File: config.mk
export PLATFORM = sky130hd
export DESIGN_NAME = diag_flag_bank
export DESIGN_NICKNAME = d
export VERILOG_FILES = /design/src/rtl/diag_flag_bank.v
export VERILOG_INCLUDE_DIRS = /design/src /design/src/rtl
export SDC_FILE = /design/constraint.sdc
export NUM_CORES = 1
export LEC_CHECK = 0
export BUFFER_PORTS_ARGS = -buffer_cell sky130_fd_sc_hd__buf_2
export CORE_UTILIZATION = 30
export DETAILED_ROUTE_END_ITERATION = 10
export GPL_ROUTABILITY_DRIVEN = 0
export SYNTH_ARGS = -nofsm -noshare
export SYNTH_HDL_FRONTEND = slang
export SYNTH_SLANG_ARGS = --single-unit
export TNS_END_PERCENT = 30
File: constraint.sdc
create_clock -name ref_clk -period 2.5 [get_ports ref_clk]
set_clock_uncertainty 0.1 [all_clocks]
set_input_delay 0.375 -clock ref_clk [delete_from_list [all_inputs] [get_ports ref_clk]]
set_output_delay 0.375 -clock ref_clk [all_outputs]
set_load 0.01 [all_outputs]
File: src/rtl/flag_bank_defs.vh
// Constants for the diagnostic flag bank
`ifndef FLAG_BANK_DEFS_VH
`define FLAG_BANK_DEFS_VH
`define CLK_FREQ_HZ      50000000
`define UV_SHORT_TIME_US 100
`define OV_TIME_US       100
`define UV_LONG_TIME_MS  100
`define RST_LOW_TIME_MS  100
`define UV_SHORT_CYC     ((`CLK_FREQ_HZ / 1000000) * `UV_SHORT_TIME_US)
`define OV_CYC           ((`CLK_FREQ_HZ / 1000000) * `OV_TIME_US)
`define UV_LONG_CYC      ((`CLK_FREQ_HZ / 1000) * `UV_LONG_TIME_MS)
`define RST_LOW_CYC      ((`CLK_FREQ_HZ / 1000) * `RST_LOW_TIME_MS)
`define MULTI_RST_LIMIT  4'h8
`define NUM_FLAGS        24
`define F_FORCED_WAKE    0
`define F_INT_TIMEOUT    1
`define F_LP_VDD_OFF     2
`define F_RST_REQ        3
`define F_DBG_EXIT       4
`define F_INT_REQ        5
`define F_RST_HIGH       6
`define F_DBG_RES        7
`define F_TEMP_PREWARN   8
`define F_MCU_UV         9
`define F_MCU_OV         10
`define F_AUX_OV         11
`define F_UV_LONG        12
`define F_SUPPLY_LOW     13
`define F_RST_LOW        14
`define F_MULTI_RST      15
`define F_WD_FAIL        16
`define F_LIN_WAKE       17
`define F_LIN_TERM       18
`define F_LIN_OT         19
`define F_RX_LOW         20
`define F_RX_HIGH        21
`define F_TX_DOM         22
`define F_LIN_DOM        23
`define SUM_INT_BIT      15
`define SUM_WU_BIT       14
`define SUM_RST_BIT      13
`define SUM_MASK_INT     24'h010022
`define SUM_MASK_WU      24'h020005
`define SUM_MASK_RST     24'h01C048
`endif

File: src/rtl/diag_flag_bank.v
// Sticky diagnostic and wake-source flag bank, cleared by host reads
// Functional notes
// - Forced wake sets flag; read clears
// - Interrupt service timeout sets flag; read clears
// - Record supply-off low-power mode; read clears
// - SPI reset request sets flag; read clears
// - Debug exit on low pin sets flag
// - SPI interrupt request sets flag; read clears
// - Reset pin stuck high sets flag
// - Debug resistor mismatch; clears when matched, read
// - Regulator prewarning; clears when cool and read
// - Supply under threshold over 100us flagged
// - Two overvoltage flags; optional I/O-1 switch-off
// - Supply under threshold over 100ms flagged
// - Supply-low flag; clears when supply recovers and read
// - Reset pin low over 100ms flagged
// - More than 8 watchdog resets flagged
// - Watchdog refresh failure sets flag
// - LIN wake on either channel flagged
// - LIN termination short to ground flagged
// - LIN overtemperature; clears when cool and read
// - Receive stuck low, stuck recessive, flagged
// - Transmit input stuck dominant flagged
// - Bus dominant past timeout flagged
// - Summary bits 15,14,13 show pending flags
`timescale 1ns/10ps
`include "flag_bank_defs.vh"

module diag_flag_bank #(
	parameter UV_SHORT_CYC = `UV_SHORT_CYC,
	parameter OV_CYC       = `OV_CYC,
	parameter UV_LONG_CYC  = `UV_LONG_CYC,
	parameter RST_LOW_CYC  = `RST_LOW_CYC,
	parameter CNT_W        = 23
) (
	// Clock and reset
	input  wire                    ref_clk,
	input  wire                    sys_rst,
	// Event pulses from same-clock logic
	input  wire                    forced_wake_evt,
	input  wire                    int_timeout_evt,
	input  wire                    lp_vdd_off_sel_evt,
	input  wire                    spi_rst_req_evt,
	input  wire                    dbg_exit_evt,
	input  wire                    spi_int_req_evt,
	input  wire                    wd_fail_evt,
	input  wire                    wd_reset_evt,
	input  wire                    wd_good_refresh,
	input  wire                    lin_wake_evt,
	// Analog comparator levels, asynchronous
	input  wire                    rst_pin_high_short,
	input  wire                    debug_config_pin_mismatch,
	input  wire                    vdd_temp_above,
	input  wire                    vdd_below_uv,
	input  wire                    vdd_above_ov,
	input  wire                    vaux_above_ov,
	input  wire                    rst_pin_low,
	input  wire                    lin_term_short,
	input  wire                    lin_over_temp,
	input  wire                    lin_receive_out_low,
	input  wire                    lin_receive_out_high,
	input  wire                    lin_transmit_in_dom,
	input  wire                    lin_bus_dominant_timeout,
	// Configuration
	input  wire                    ov_io1_off_en,
	// Host read port
	input  wire                    rd_strobe,
	input  wire [`NUM_FLAGS-1:0]   rd_mask,
	// Outputs
	output reg  [`NUM_FLAGS-1:0]   rd_data_ff,
	output wire [`NUM_FLAGS-1:0]   flags,
	output wire [15:0]             summary,
	output reg                     io1_off_ff
);

	localparam NA = 13;

	// Three-stage sync; second and third must agree
	reg  [NA-1:0] s1_ff;
	reg  [NA-1:0] s2_ff;
	reg  [NA-1:0] s3_ff;
	reg  [NA-1:0] lvl_ff;
	wire [NA-1:0] raw_in;
	wire [NA-1:0] nxt_lvl;

	// Order sets the lvl_ff index of each input
	assign raw_in = {
		// LIN transceiver faults
		lin_bus_dominant_timeout,
		lin_transmit_in_dom,
		lin_receive_out_high,
		lin_receive_out_low,
		lin_over_temp,
		lin_term_short,
		// Supervisor and supply monitors
		rst_pin_low,
		vaux_above_ov,
		vdd_above_ov,
		vdd_below_uv,
		vdd_temp_above,
		debug_config_pin_mismatch,
		rst_pin_high_short
	};
	assign nxt_lvl = (s2_ff == s3_ff) ? s3_ff : lvl_ff;

	always @(posedge ref_clk)
	begin
		if (sys_rst)
		begin
			s1_ff <= {NA{1'b0}};
			s2_ff <= {NA{1'b0}};
			s3_ff <= {NA{1'b0}};
		end
		else
		begin
			s1_ff <= raw_in;
			s2_ff <= s1_ff;
			s3_ff <= s2_ff;
		end
	end

	// A level moves only when the last two stages agree
	always @(posedge ref_clk)
	begin
		if (sys_rst)
			lvl_ff <= {NA{1'b0}};
		else
			lvl_ff <= nxt_lvl;
	end

	wire rst_high_l = lvl_ff[0];
	wire dbg_mis_l  = lvl_ff[1];
	wire temp_l     = lvl_ff[2];
	wire uv_l       = lvl_ff[3];
	wire ov_l       = lvl_ff[4];
	wire aux_ov_l   = lvl_ff[5];
	wire rst_low_l  = lvl_ff[6];
	wire term_l     = lvl_ff[7];
	wire lin_ot_l   = lvl_ff[8];
	wire rx_low_l   = lvl_ff[9];
	wire rx_high_l  = lvl_ff[10];
	wire tx_dom_l   = lvl_ff[11];
	wire lin_dom_l  = lvl_ff[12];

	// Duration counters; saturate so a held fault keeps its flag up
	reg  [CNT_W-1:0] uv_cnt_ff;
	reg  [CNT_W-1:0] ov_cnt_ff;
	reg  [CNT_W-1:0] aux_cnt_ff;
	reg  [CNT_W-1:0] rl_cnt_ff;
	reg  [3:0]       wd_cnt_ff;
	wire             uv_short_hit;
	wire             uv_long_hit;
	wire             ov_hit;
	wire             aux_hit;
	wire             rl_hit;
	wire             multi_hit;
	wire [3:0]       wd_limit;

	// Counters stop at their limit, so compares never wrap
	assign uv_short_hit = (uv_cnt_ff >= UV_SHORT_CYC[CNT_W-1:0]);
	assign uv_long_hit  = (uv_cnt_ff >= UV_LONG_CYC[CNT_W-1:0]);
	assign ov_hit       = (ov_cnt_ff >= OV_CYC[CNT_W-1:0]);
	assign aux_hit      = (aux_cnt_ff >= OV_CYC[CNT_W-1:0]);
	assign rl_hit       = (rl_cnt_ff >= RST_LOW_CYC[CNT_W-1:0]);
	assign wd_limit     = `MULTI_RST_LIMIT;

	assign multi_hit = wd_reset_evt && (wd_cnt_ff >= wd_limit);

	// Undervoltage time, shared by the short and long flags
	always @(posedge ref_clk)
	begin
		if (sys_rst)
			uv_cnt_ff <= {CNT_W{1'b0}};
		else if (!uv_l)
			uv_cnt_ff <= {CNT_W{1'b0}};
		else if (!uv_long_hit)
			uv_cnt_ff <= uv_cnt_ff + 1'b1;
	end

	// Supply overvoltage time
	always @(posedge ref_clk)
	begin
		if (sys_rst)
			ov_cnt_ff <= {CNT_W{1'b0}};
		else if (!ov_l)
			ov_cnt_ff <= {CNT_W{1'b0}};
		else if (!ov_hit)
			ov_cnt_ff <= ov_cnt_ff + 1'b1;
	end

	// Auxiliary overvoltage time
	always @(posedge ref_clk)
	begin
		if (sys_rst)
			aux_cnt_ff <= {CNT_W{1'b0}};
		else if (!aux_ov_l)
			aux_cnt_ff <= {CNT_W{1'b0}};
		else if (!aux_hit)
			aux_cnt_ff <= aux_cnt_ff + 1'b1;
	end

	// Reset pin low time
	always @(posedge ref_clk)
	begin
		if (sys_rst)
			rl_cnt_ff <= {CNT_W{1'b0}};
		else if (!rst_low_l)
			rl_cnt_ff <= {CNT_W{1'b0}};
		else if (!rl_hit)
			rl_cnt_ff <= rl_cnt_ff + 1'b1;
	end

	// Consecutive watchdog resets; a good refresh restarts the run
	always @(posedge ref_clk)
	begin
		if (sys_rst)
			wd_cnt_ff <= 4'h0;
		else if (wd_good_refresh)
			wd_cnt_ff <= 4'h0;
		else if (wd_reset_evt && (wd_cnt_ff != 4'hF))
			wd_cnt_ff <= wd_cnt_ff + 4'h1;
	end

	// Set terms, and which flags need the condition gone to clear
	reg [`NUM_FLAGS-1:0] set_v;
	reg [`NUM_FLAGS-1:0] hold_v;

	always @*
	begin
		set_v = {`NUM_FLAGS{1'b0}};
		set_v[`F_FORCED_WAKE]  = forced_wake_evt;
		set_v[`F_INT_TIMEOUT]  = int_timeout_evt;
		set_v[`F_LP_VDD_OFF]   = lp_vdd_off_sel_evt;
		set_v[`F_RST_REQ]      = spi_rst_req_evt;
		set_v[`F_DBG_EXIT]     = dbg_exit_evt;
		set_v[`F_INT_REQ]      = spi_int_req_evt;
		set_v[`F_RST_HIGH]     = rst_high_l;
		set_v[`F_DBG_RES]      = dbg_mis_l;
		set_v[`F_TEMP_PREWARN] = temp_l;
		set_v[`F_MCU_UV]       = uv_l && uv_short_hit;
		set_v[`F_MCU_OV]       = ov_l && ov_hit;
		set_v[`F_AUX_OV]       = aux_ov_l && aux_hit;
		set_v[`F_UV_LONG]      = uv_l && uv_long_hit;
		set_v[`F_SUPPLY_LOW]   = uv_l;
		set_v[`F_RST_LOW]      = rst_low_l && rl_hit;
		set_v[`F_MULTI_RST]    = multi_hit;
		set_v[`F_WD_FAIL]      = wd_fail_evt;
		set_v[`F_LIN_WAKE]     = lin_wake_evt;
		set_v[`F_LIN_TERM]     = term_l;
		set_v[`F_LIN_OT]       = lin_ot_l;
		set_v[`F_RX_LOW]       = rx_low_l;
		set_v[`F_RX_HIGH]      = rx_high_l;
		set_v[`F_TX_DOM]       = tx_dom_l;
		set_v[`F_LIN_DOM]      = lin_dom_l;
	end

	always @*
	begin
		hold_v = {`NUM_FLAGS{1'b0}};
		// Fault flags: clear blocked while the condition is still seen
		hold_v[`F_DBG_RES]      = dbg_mis_l;
		hold_v[`F_TEMP_PREWARN] = temp_l;
		hold_v[`F_MCU_UV]       = uv_l;
		hold_v[`F_MCU_OV]       = ov_l;
		hold_v[`F_AUX_OV]       = aux_ov_l;
		hold_v[`F_UV_LONG]      = uv_l;
		hold_v[`F_RST_LOW]      = rst_low_l;
		hold_v[`F_LIN_TERM]     = term_l;
		hold_v[`F_LIN_OT]       = lin_ot_l;
		hold_v[`F_RX_LOW]       = rx_low_l;
		hold_v[`F_RX_HIGH]      = rx_high_l;
		hold_v[`F_TX_DOM]       = tx_dom_l;
		hold_v[`F_LIN_DOM]      = lin_dom_l;
	end

	reg  [`NUM_FLAGS-1:0] flag_ff;
	reg  [`NUM_FLAGS-1:0] clr_v;
	wire [`NUM_FLAGS-1:0] nxt_flag;
	reg  [`NUM_FLAGS-1:0] nxt_rd_data;
	reg                   nxt_io1_off;

	// Masked flags whose cause has gone are cleared by a read
	always @*
	begin
		clr_v = {`NUM_FLAGS{1'b0}};
		if (rd_strobe)
			clr_v = rd_mask & ~hold_v;
	end

	// Set wins over a clear in the same cycle
	assign nxt_flag = (flag_ff & ~clr_v) | set_v;

	// Read data keeps the last capture between reads
	always @*
	begin
		nxt_rd_data = rd_data_ff;
		nxt_io1_off = 1'b0;
		if (rd_strobe)
			nxt_rd_data = flag_ff & rd_mask;
		if (ov_io1_off_en)
			nxt_io1_off = flag_ff[`F_MCU_OV] ||
				flag_ff[`F_AUX_OV];
	end

	always @(posedge ref_clk)
	begin
		if (sys_rst)
			flag_ff <= {`NUM_FLAGS{1'b0}};
		else
			flag_ff <= nxt_flag;
	end

	always @(posedge ref_clk)
	begin
		if (sys_rst)
			rd_data_ff <= {`NUM_FLAGS{1'b0}};
		else
			rd_data_ff <= nxt_rd_data;
	end

	// Switch-off follows the flags while enabled, so it drops once they clear or ov_io1_off_en goes low
	always @(posedge ref_clk)
	begin
		if (sys_rst)
			io1_off_ff <= 1'b0;
		else
			io1_off_ff <= nxt_io1_off;
	end

	assign flags = flag_ff;

	// Pending indications for the fixed status word
	wire sum_int;
	wire sum_wu;
	wire sum_rst;

	assign sum_int = |(flag_ff & `SUM_MASK_INT);
	assign sum_wu  = |(flag_ff & `SUM_MASK_WU);
	assign sum_rst = |(flag_ff & `SUM_MASK_RST);
	assign summary[`SUM_INT_BIT] = sum_int;
	assign summary[`SUM_WU_BIT]  = sum_wu;
	assign summary[`SUM_RST_BIT] = sum_rst;
	assign summary[12:0] = 13'h0000;

endmodule

# Yosys cells after proc, flatten, opt, wreduce, memory -nomap -nowiden
# Cells that the tools add are included.
dict set report word_totals {
  reg_bits 197
  output_inout_bits 65
  word_cells 54
}
dict set report classes {
  n_addsub 5
  order_cmp 6
  eq_ne 2
  mux 1
  bitwise_logic 11
  reduce_logical 17
}
# operator count
set ops {}
lappend ops {{23-bit by 1-bit adder with 23-bit output, second input constant} 4}
lappend ops {{24-bit bitwise AND} 3}
lappend ops {{23-bit by 13-bit >= comparator with 1-bit output, second input constant} 3}
lappend ops {{24-bit NOT} 2}
lappend ops {{23-bit >= comparator, second input constant} 2}
lappend ops {{24-bit two-way mux} 1}
lappend ops {{24-bit OR} 1}
lappend ops {{13-bit == test} 1}
lappend ops {{2-bit OR reduction} 6}
lappend ops {{1-bit logical AND} 7}
lappend ops {{3-bit OR reduction} 2}
lappend ops {{1-bit NOT} 5}
lappend ops {{5-bit OR reduction} 1}
lappend ops {{4-bit by 1-bit adder with 4-bit output, second input constant} 1}
lappend ops {{4-bit >= comparator, second input constant} 1}
lappend ops {{4-bit inequality test, second input constant} 1}
lappend ops {{1-bit logical OR} 1}

# Depth between registers and ports, before layout
dict set report depth {
  depth_word 6
  depth_mapped 8
}

# Least setup slack after synthesis
# OpenSTA, ideal clock, no wires.
dict set report synth_timing {
  path_kind {reg2reg}
  start {reg rl_cnt_ff[10]}
  end {reg rl_cnt_ff[17]}
  setup_time_ps 123
  arrival_ps 1750
  required_time_ps 2277
  setup_slack_ps 527
  path_stages_with_launch 7
  path_buffers 0
  synth_period_minus_slack_ps 1973
  cell_sequence {dfxtp_1 and3_1 nand3_1 or4_4 nor3_2 nand3_1 mux2_1}
}
dict set report synth_between {
  elab_chain_len 1
  elab_cells_between_ends 2
  cone_classes {add/sub: 1; order compare: 1}
}
# item line
set synth_rtl {}
lappend synth_rtl {{from (decl)} diag_flag_bank.v:149} ;# reg [CNT_W-1:0] rl_cnt_ff;
lappend synth_rtl {{from (signal assigned)} diag_flag_bank.v:206} ;# rl_cnt_ff <= {CNT_W{1'b0}};
lappend synth_rtl {{from (signal assigned)} diag_flag_bank.v:208} ;# rl_cnt_ff <= {CNT_W{1'b0}};
lappend synth_rtl {{from (signal assigned)} diag_flag_bank.v:210} ;# rl_cnt_ff <= rl_cnt_ff + 1'b1;
lappend synth_rtl {{23-bit by 1-bit adder with 23-bit output / 23-bit >= comparator (equally long branches)} {diag_flag_bank.v:210, diag_flag_bank.v:164}}
# Parallel ways exist; a longest one is shown, timed or not.
# A chain may end at the register's enable or synchronous reset.

# Worst setup path after layout
dict set report layout_timing {
  start {reg uv_cnt_ff[14]}
  end {reg uv_cnt_ff[18]}
}
dict set report layout_between {
  elab_chain_len 1
  elab_cells_between_ends 2
  cone_classes {add/sub: 1; order compare: 1}
}
# item line
set layout_rtl {}
lappend layout_rtl {{from (decl)} diag_flag_bank.v:146} ;# reg [CNT_W-1:0] uv_cnt_ff;
lappend layout_rtl {{from (signal assigned)} diag_flag_bank.v:173} ;# uv_cnt_ff <= {CNT_W{1'b0}};
lappend layout_rtl {{from (signal assigned)} diag_flag_bank.v:175} ;# uv_cnt_ff <= {CNT_W{1'b0}};
lappend layout_rtl {{from (signal assigned)} diag_flag_bank.v:177} ;# uv_cnt_ff <= uv_cnt_ff + 1'b1;
lappend layout_rtl {{23-bit by 1-bit adder with 23-bit output / 23-bit >= comparator (equally long branches)} {diag_flag_bank.v:177, diag_flag_bank.v:161}}
# Parallel ways exist; a longest one is shown, timed or not.

==> results.txt <==
----------------------------------------------------
[Clocking]
  Clock root cell ... sky130_fd_sc_hd__clkbuf_16
  Total CTS buffers ... 17
  Clock transition time at the flip-flop clock pins of the worst setup and hold paths ... 80 ps
  Number of buffers on the longest clock path ... 2
  Buffer count from post-CTS setup fixing ... 0
  CTS H-tree lvls ... 4
  Source-to-sink clock delay at the later pin of the worst-skew pair ... 420 ps
  Number of clock sinks seen by CTS ... 197
  Post-cts repair resize count ... 0
  CTS Hold Buffers Added ... 0
  CTS tree ... done

[Power and ir drop]
  Post-layout total power ... 6088 uW
  Leakage ... 0.003614 uW
  Peak ir drop on the vdd network ... 0.3565 mV
  Power density over the cells ... 648.7 mW/mm^2

[Critical path]
  Crit Reg-Reg Endpoint ... uv_cnt_ff[18]
  Nature of the critical path startpoint ... flip-flop
  Sequence of cells on the critical path ... or4_1 > nand4_1 > a31oi_2 > buf_4 > nor4b_2 > xnor2_1 > nor2_1
  Slowest stage cell on the critical path ... sky130_fd_sc_hd__or4_1
  Worst reg-to-reg path cell count ... 7
  Timing startpoint of the critical path ... uv_cnt_ff[14]
  Largest fanout on the critical path ... 11
  Worst reg2reg setup slack ... 300 ps
  CP max stage delay ... 540 ps
  Kind of critical path ... reg2reg
  Worst flop-to-flop path startpoint ... uv_cnt_ff[14]
  Data arrival time of the critical path ... 2430 ps
  Required time of the worst setup path ... 2720 ps
  Critical path endpoint category ... flip-flop

[Final layout]
  Area growth, synth to finish ... 17.98%
  Commonest non-fill, non-tap cells in the layout ... sky130_fd_sc_hd__dfxtp_1 (197), sky130_fd_sc_hd__nor2_1 (118), sky130_fd_sc_hd__buf_2 (101)
  N_diodes ... 0
  Final Cell Area ... 0.009384 sq mm
  Fraction of final layout cells sized beyond drive strength 1 ... 0.1751
  Fillers ... 2638
  Commonest non-fill, non-tap cell in the layout ... sky130_fd_sc_hd__dfxtp_1
  Layout Nets ... 1042

[Global route]
  Initial antenna violation count ... 1
  Overall routing resource usage ... 0.1250
  Wire length of the first global-routing pass ... 26.82 mm
  Total grt overflow ... 0
  Largest net degree at the start of global routing ... 44
  Via count of the first global-routing pass ... 5437

[Min path]
  Worst hold path class ... in2reg
  Worst-case hold path end point ... s1_ff[12]
  Number of cells on the worst hold path ... 2
  Critical hold path startpoint ... lin_bus_dominant_timeout

[STA]
  Unrepaired setup endpoints after global routing ... no
  Hold Violations, Final ... 0
  Max-slew violation count ... 0
  Count of endpoints failing setup in the final report ... 0
  Min Clock Period, post-route ... 2202 ps
  Sum of negative setup slack ... 0 ps
  Slew margin rel. ... 0.5173
  Max Clock Freq ... 454.1 MHz
  Actual slew at the worst max-slew pin ... 721.8 ps
  Fraction of the cycle the final worst path needs ... 0.8808

[Floorplanning]
  Number of placed I/O pins ... 116
  Area inside the core boundary ... 0.02606 sq mm
  DIE HEIGHT ... 164.8 um
  Die ar. ... 0.02717 sq mm
  Row count ... 59
  Initial Util ... 0.3052
  Die W ... 164.8 um

[Synthesis]
  Warning count from the yosys run ... 0
  Number of synthesized register bits ... 197
  Simple-Gate Fraction of Synth Area ... 0.2813
  Number of distinct library cells after synthesis ... 51
  Post-synth EDFFs ... 0
  Adder-cell share of the synthesized area ... 0.01573
  Count of mapped cells out of synthesis ... 883
  Mux share of post-synthesis cell area ... 0.01903
  Combinational family with the most area after synthesis ... simple AND/OR/NAND/NOR gates
  Area fraction of the dominant cell type after synthesis ... 0.4958
  Cell type contributing the most total cell area after synthesis ... sky130_fd_sc_hd__dfxtp_1
  Synth Area in Compound Gates ... 0.06670
  Avg Cell Area, Syn ... 9.008 sq um
  Biggest area contributors in the synthesized netlist ... sky130_fd_sc_hd__dfxtp_1 (50%), sky130_fd_sc_hd__nor2_1 (5.6%), sky130_fd_sc_hd__xnor2_1 (5.4%)
  Share of flip-flops with an asynchronous set or reset after synthesis ... 0
  Sequential-to-total area share from yosys stat ... 0.4958
  Dominant synthesized flop cell ... sky130_fd_sc_hd__dfxtp_1
  Post-Synth XOR/XNOR Area ... 0.07818
  Post-synthesis cell area ... 0.007954 sq mm

[Route]
  Detailed router's first-iteration violation count ... 277
  Post-DR vias/cell ... 4.523
  Wirelength, routed ... 16.39 mm
  Routed wire per std cell ... 12.33 um
  Detailed-route DRC error count ... 0
  Total number of vias ... 6011
  Antenna-violating nets left ... 0
  Number of iterations in the first detailed-routing pass ... 4

[Placed design]
  DPL Wire Length ... 11.70 mm
  Port Buf Inserts ... 102
  Area of placed instances ... 0.008808 sq mm

[Run status]
  Status ... completed

[Flow run]
  Maxcap violations ... 0

----------------------------------------------------
[cells by family (layout without fill, tap and decap cells)]
logic type	count (synthesis)	in the layout
and+or+nand+nor	430	430
buffers and inverters	72	171
AOI/OAI and AO/OA	87	87
DFF	197	197
adders and majority gates	10	10
muxes	15	15
other	1	13
xor gates and xnor gates	71	71
[critical path, delay by kind of cell, from the launching register on]
kind	cells	cell delay [ps]
buf+inv	1	300
flops	1	380
simple gates	4	1020
xor+xnor	1	150
compound gates	1	140
[sequential cells by signal, indices dropped and copies added (netlist names), 4 cells and up]
signal	count
s2_ff	13
aux_cnt_ff	23
s3_ff	13
rl_cnt_ff	23
rd_data_ff	24
uv_cnt_ff	23
ov_cnt_ff	23
flags	24
lvl_ff	13
wd_cnt_ff	4
s1_ff	13
[routing by layer]
metal,GRT usage,share of wire,vias up
li1,-,-,3149
met1,0.1576,0.49,2731
met2,0.2068,0.46,111
met3,0.02411,0.040,20
met4,0.05338,0.018,0
met5,0,0,-
[report_power, final]
group	internal, uW	switching, uW	leakage (uW)	total, uW
registers	3180	25.1	0.00160	3200
clock network	1360	1300	0.000287	2650
logic	104	127	0.00173	231
[Yosys cell counts (2+ instances only)]
library cell,number
sky130_fd_sc_hd__a211o_1,2
sky130_fd_sc_hd__a21oi_1,56
sky130_fd_sc_hd__a22oi_1,3
sky130_fd_sc_hd__a31o_2,2
sky130_fd_sc_hd__a31oi_1,3
sky130_fd_sc_hd__and2_1,23
sky130_fd_sc_hd__and3_1,11
sky130_fd_sc_hd__buf_1,2
sky130_fd_sc_hd__buf_2,2
sky130_fd_sc_hd__buf_4,16
sky130_fd_sc_hd__clkbuf_1,30
sky130_fd_sc_hd__dfxtp_1,197
sky130_fd_sc_hd__ha_1,10
sky130_fd_sc_hd__inv_1,21
sky130_fd_sc_hd__mux2i_1,14
sky130_fd_sc_hd__nand2_1,58
sky130_fd_sc_hd__nand2b_1,29
sky130_fd_sc_hd__nand3_1,61
sky130_fd_sc_hd__nand4_1,18
sky130_fd_sc_hd__nor2_1,118
sky130_fd_sc_hd__nor2b_1,44
sky130_fd_sc_hd__nor3_1,19
sky130_fd_sc_hd__nor3_2,11
sky130_fd_sc_hd__nor3b_1,4
sky130_fd_sc_hd__nor4_1,20
sky130_fd_sc_hd__nor4_2,3
sky130_fd_sc_hd__o2111ai_1,2
sky130_fd_sc_hd__o21ai_0,7
sky130_fd_sc_hd__o31ai_1,2
sky130_fd_sc_hd__or3_1,4
sky130_fd_sc_hd__or4_1,2
sky130_fd_sc_hd__xnor2_1,49
sky130_fd_sc_hd__xor2_1,22
[worst max-delay path by stage]
stage | endpoint | slack (ps) | cells after the start
final | uv_cnt_ff[18] | 300 | 7
after global routing | uv_cnt_ff[22] | 80 | 7
after CTS | uv_cnt_ff[18] | 290 | 7
after detailed placement | uv_cnt_ff[18] | 330 | 7
after global placement | uv_cnt_ff[18] | 350 | 7
after floorplan | rl_cnt_ff[17] | 530 | 6
[layout make-up]
type / instances / area [sq um] / area share
inverter: 21 / 78.83 / 0.008400
clock buffer: 18 / 439.2 / 0.04680
tap: 335 / 419.2 / 0.04467
clock inverter: 14 / 136.4 / 0.01453
multi-input combinational: 626 / 3721 / 0.3965
sequential: 197 / 3944 / 0.4203
timing repair buffer: 118 / 645.6 / 0.06880
[metrics by stage]
| stage | setup WS [ps] | utilization | std cells | hold WS [ps] |
|---|---|---|---|---|
| 2_1_floorplan | 526.6 | - | 895 | 313.8 |
| 3_3_place_gp | 349.0 | 0.3380 | 1297 | 326.6 |
| 3_5_place_dp | 327.4 | 0.3380 | 1297 | 322.7 |
| 4_1_cts | 292.2 | 0.3601 | 1329 | 27.96 |
| 5_1_grt | 82.48 | 0.3601 | 1329 | 38.09 |
| 6_report | 297.9 | 0.3601 | 1329 | 49.21 |
(Power assumes the default switching activity.)
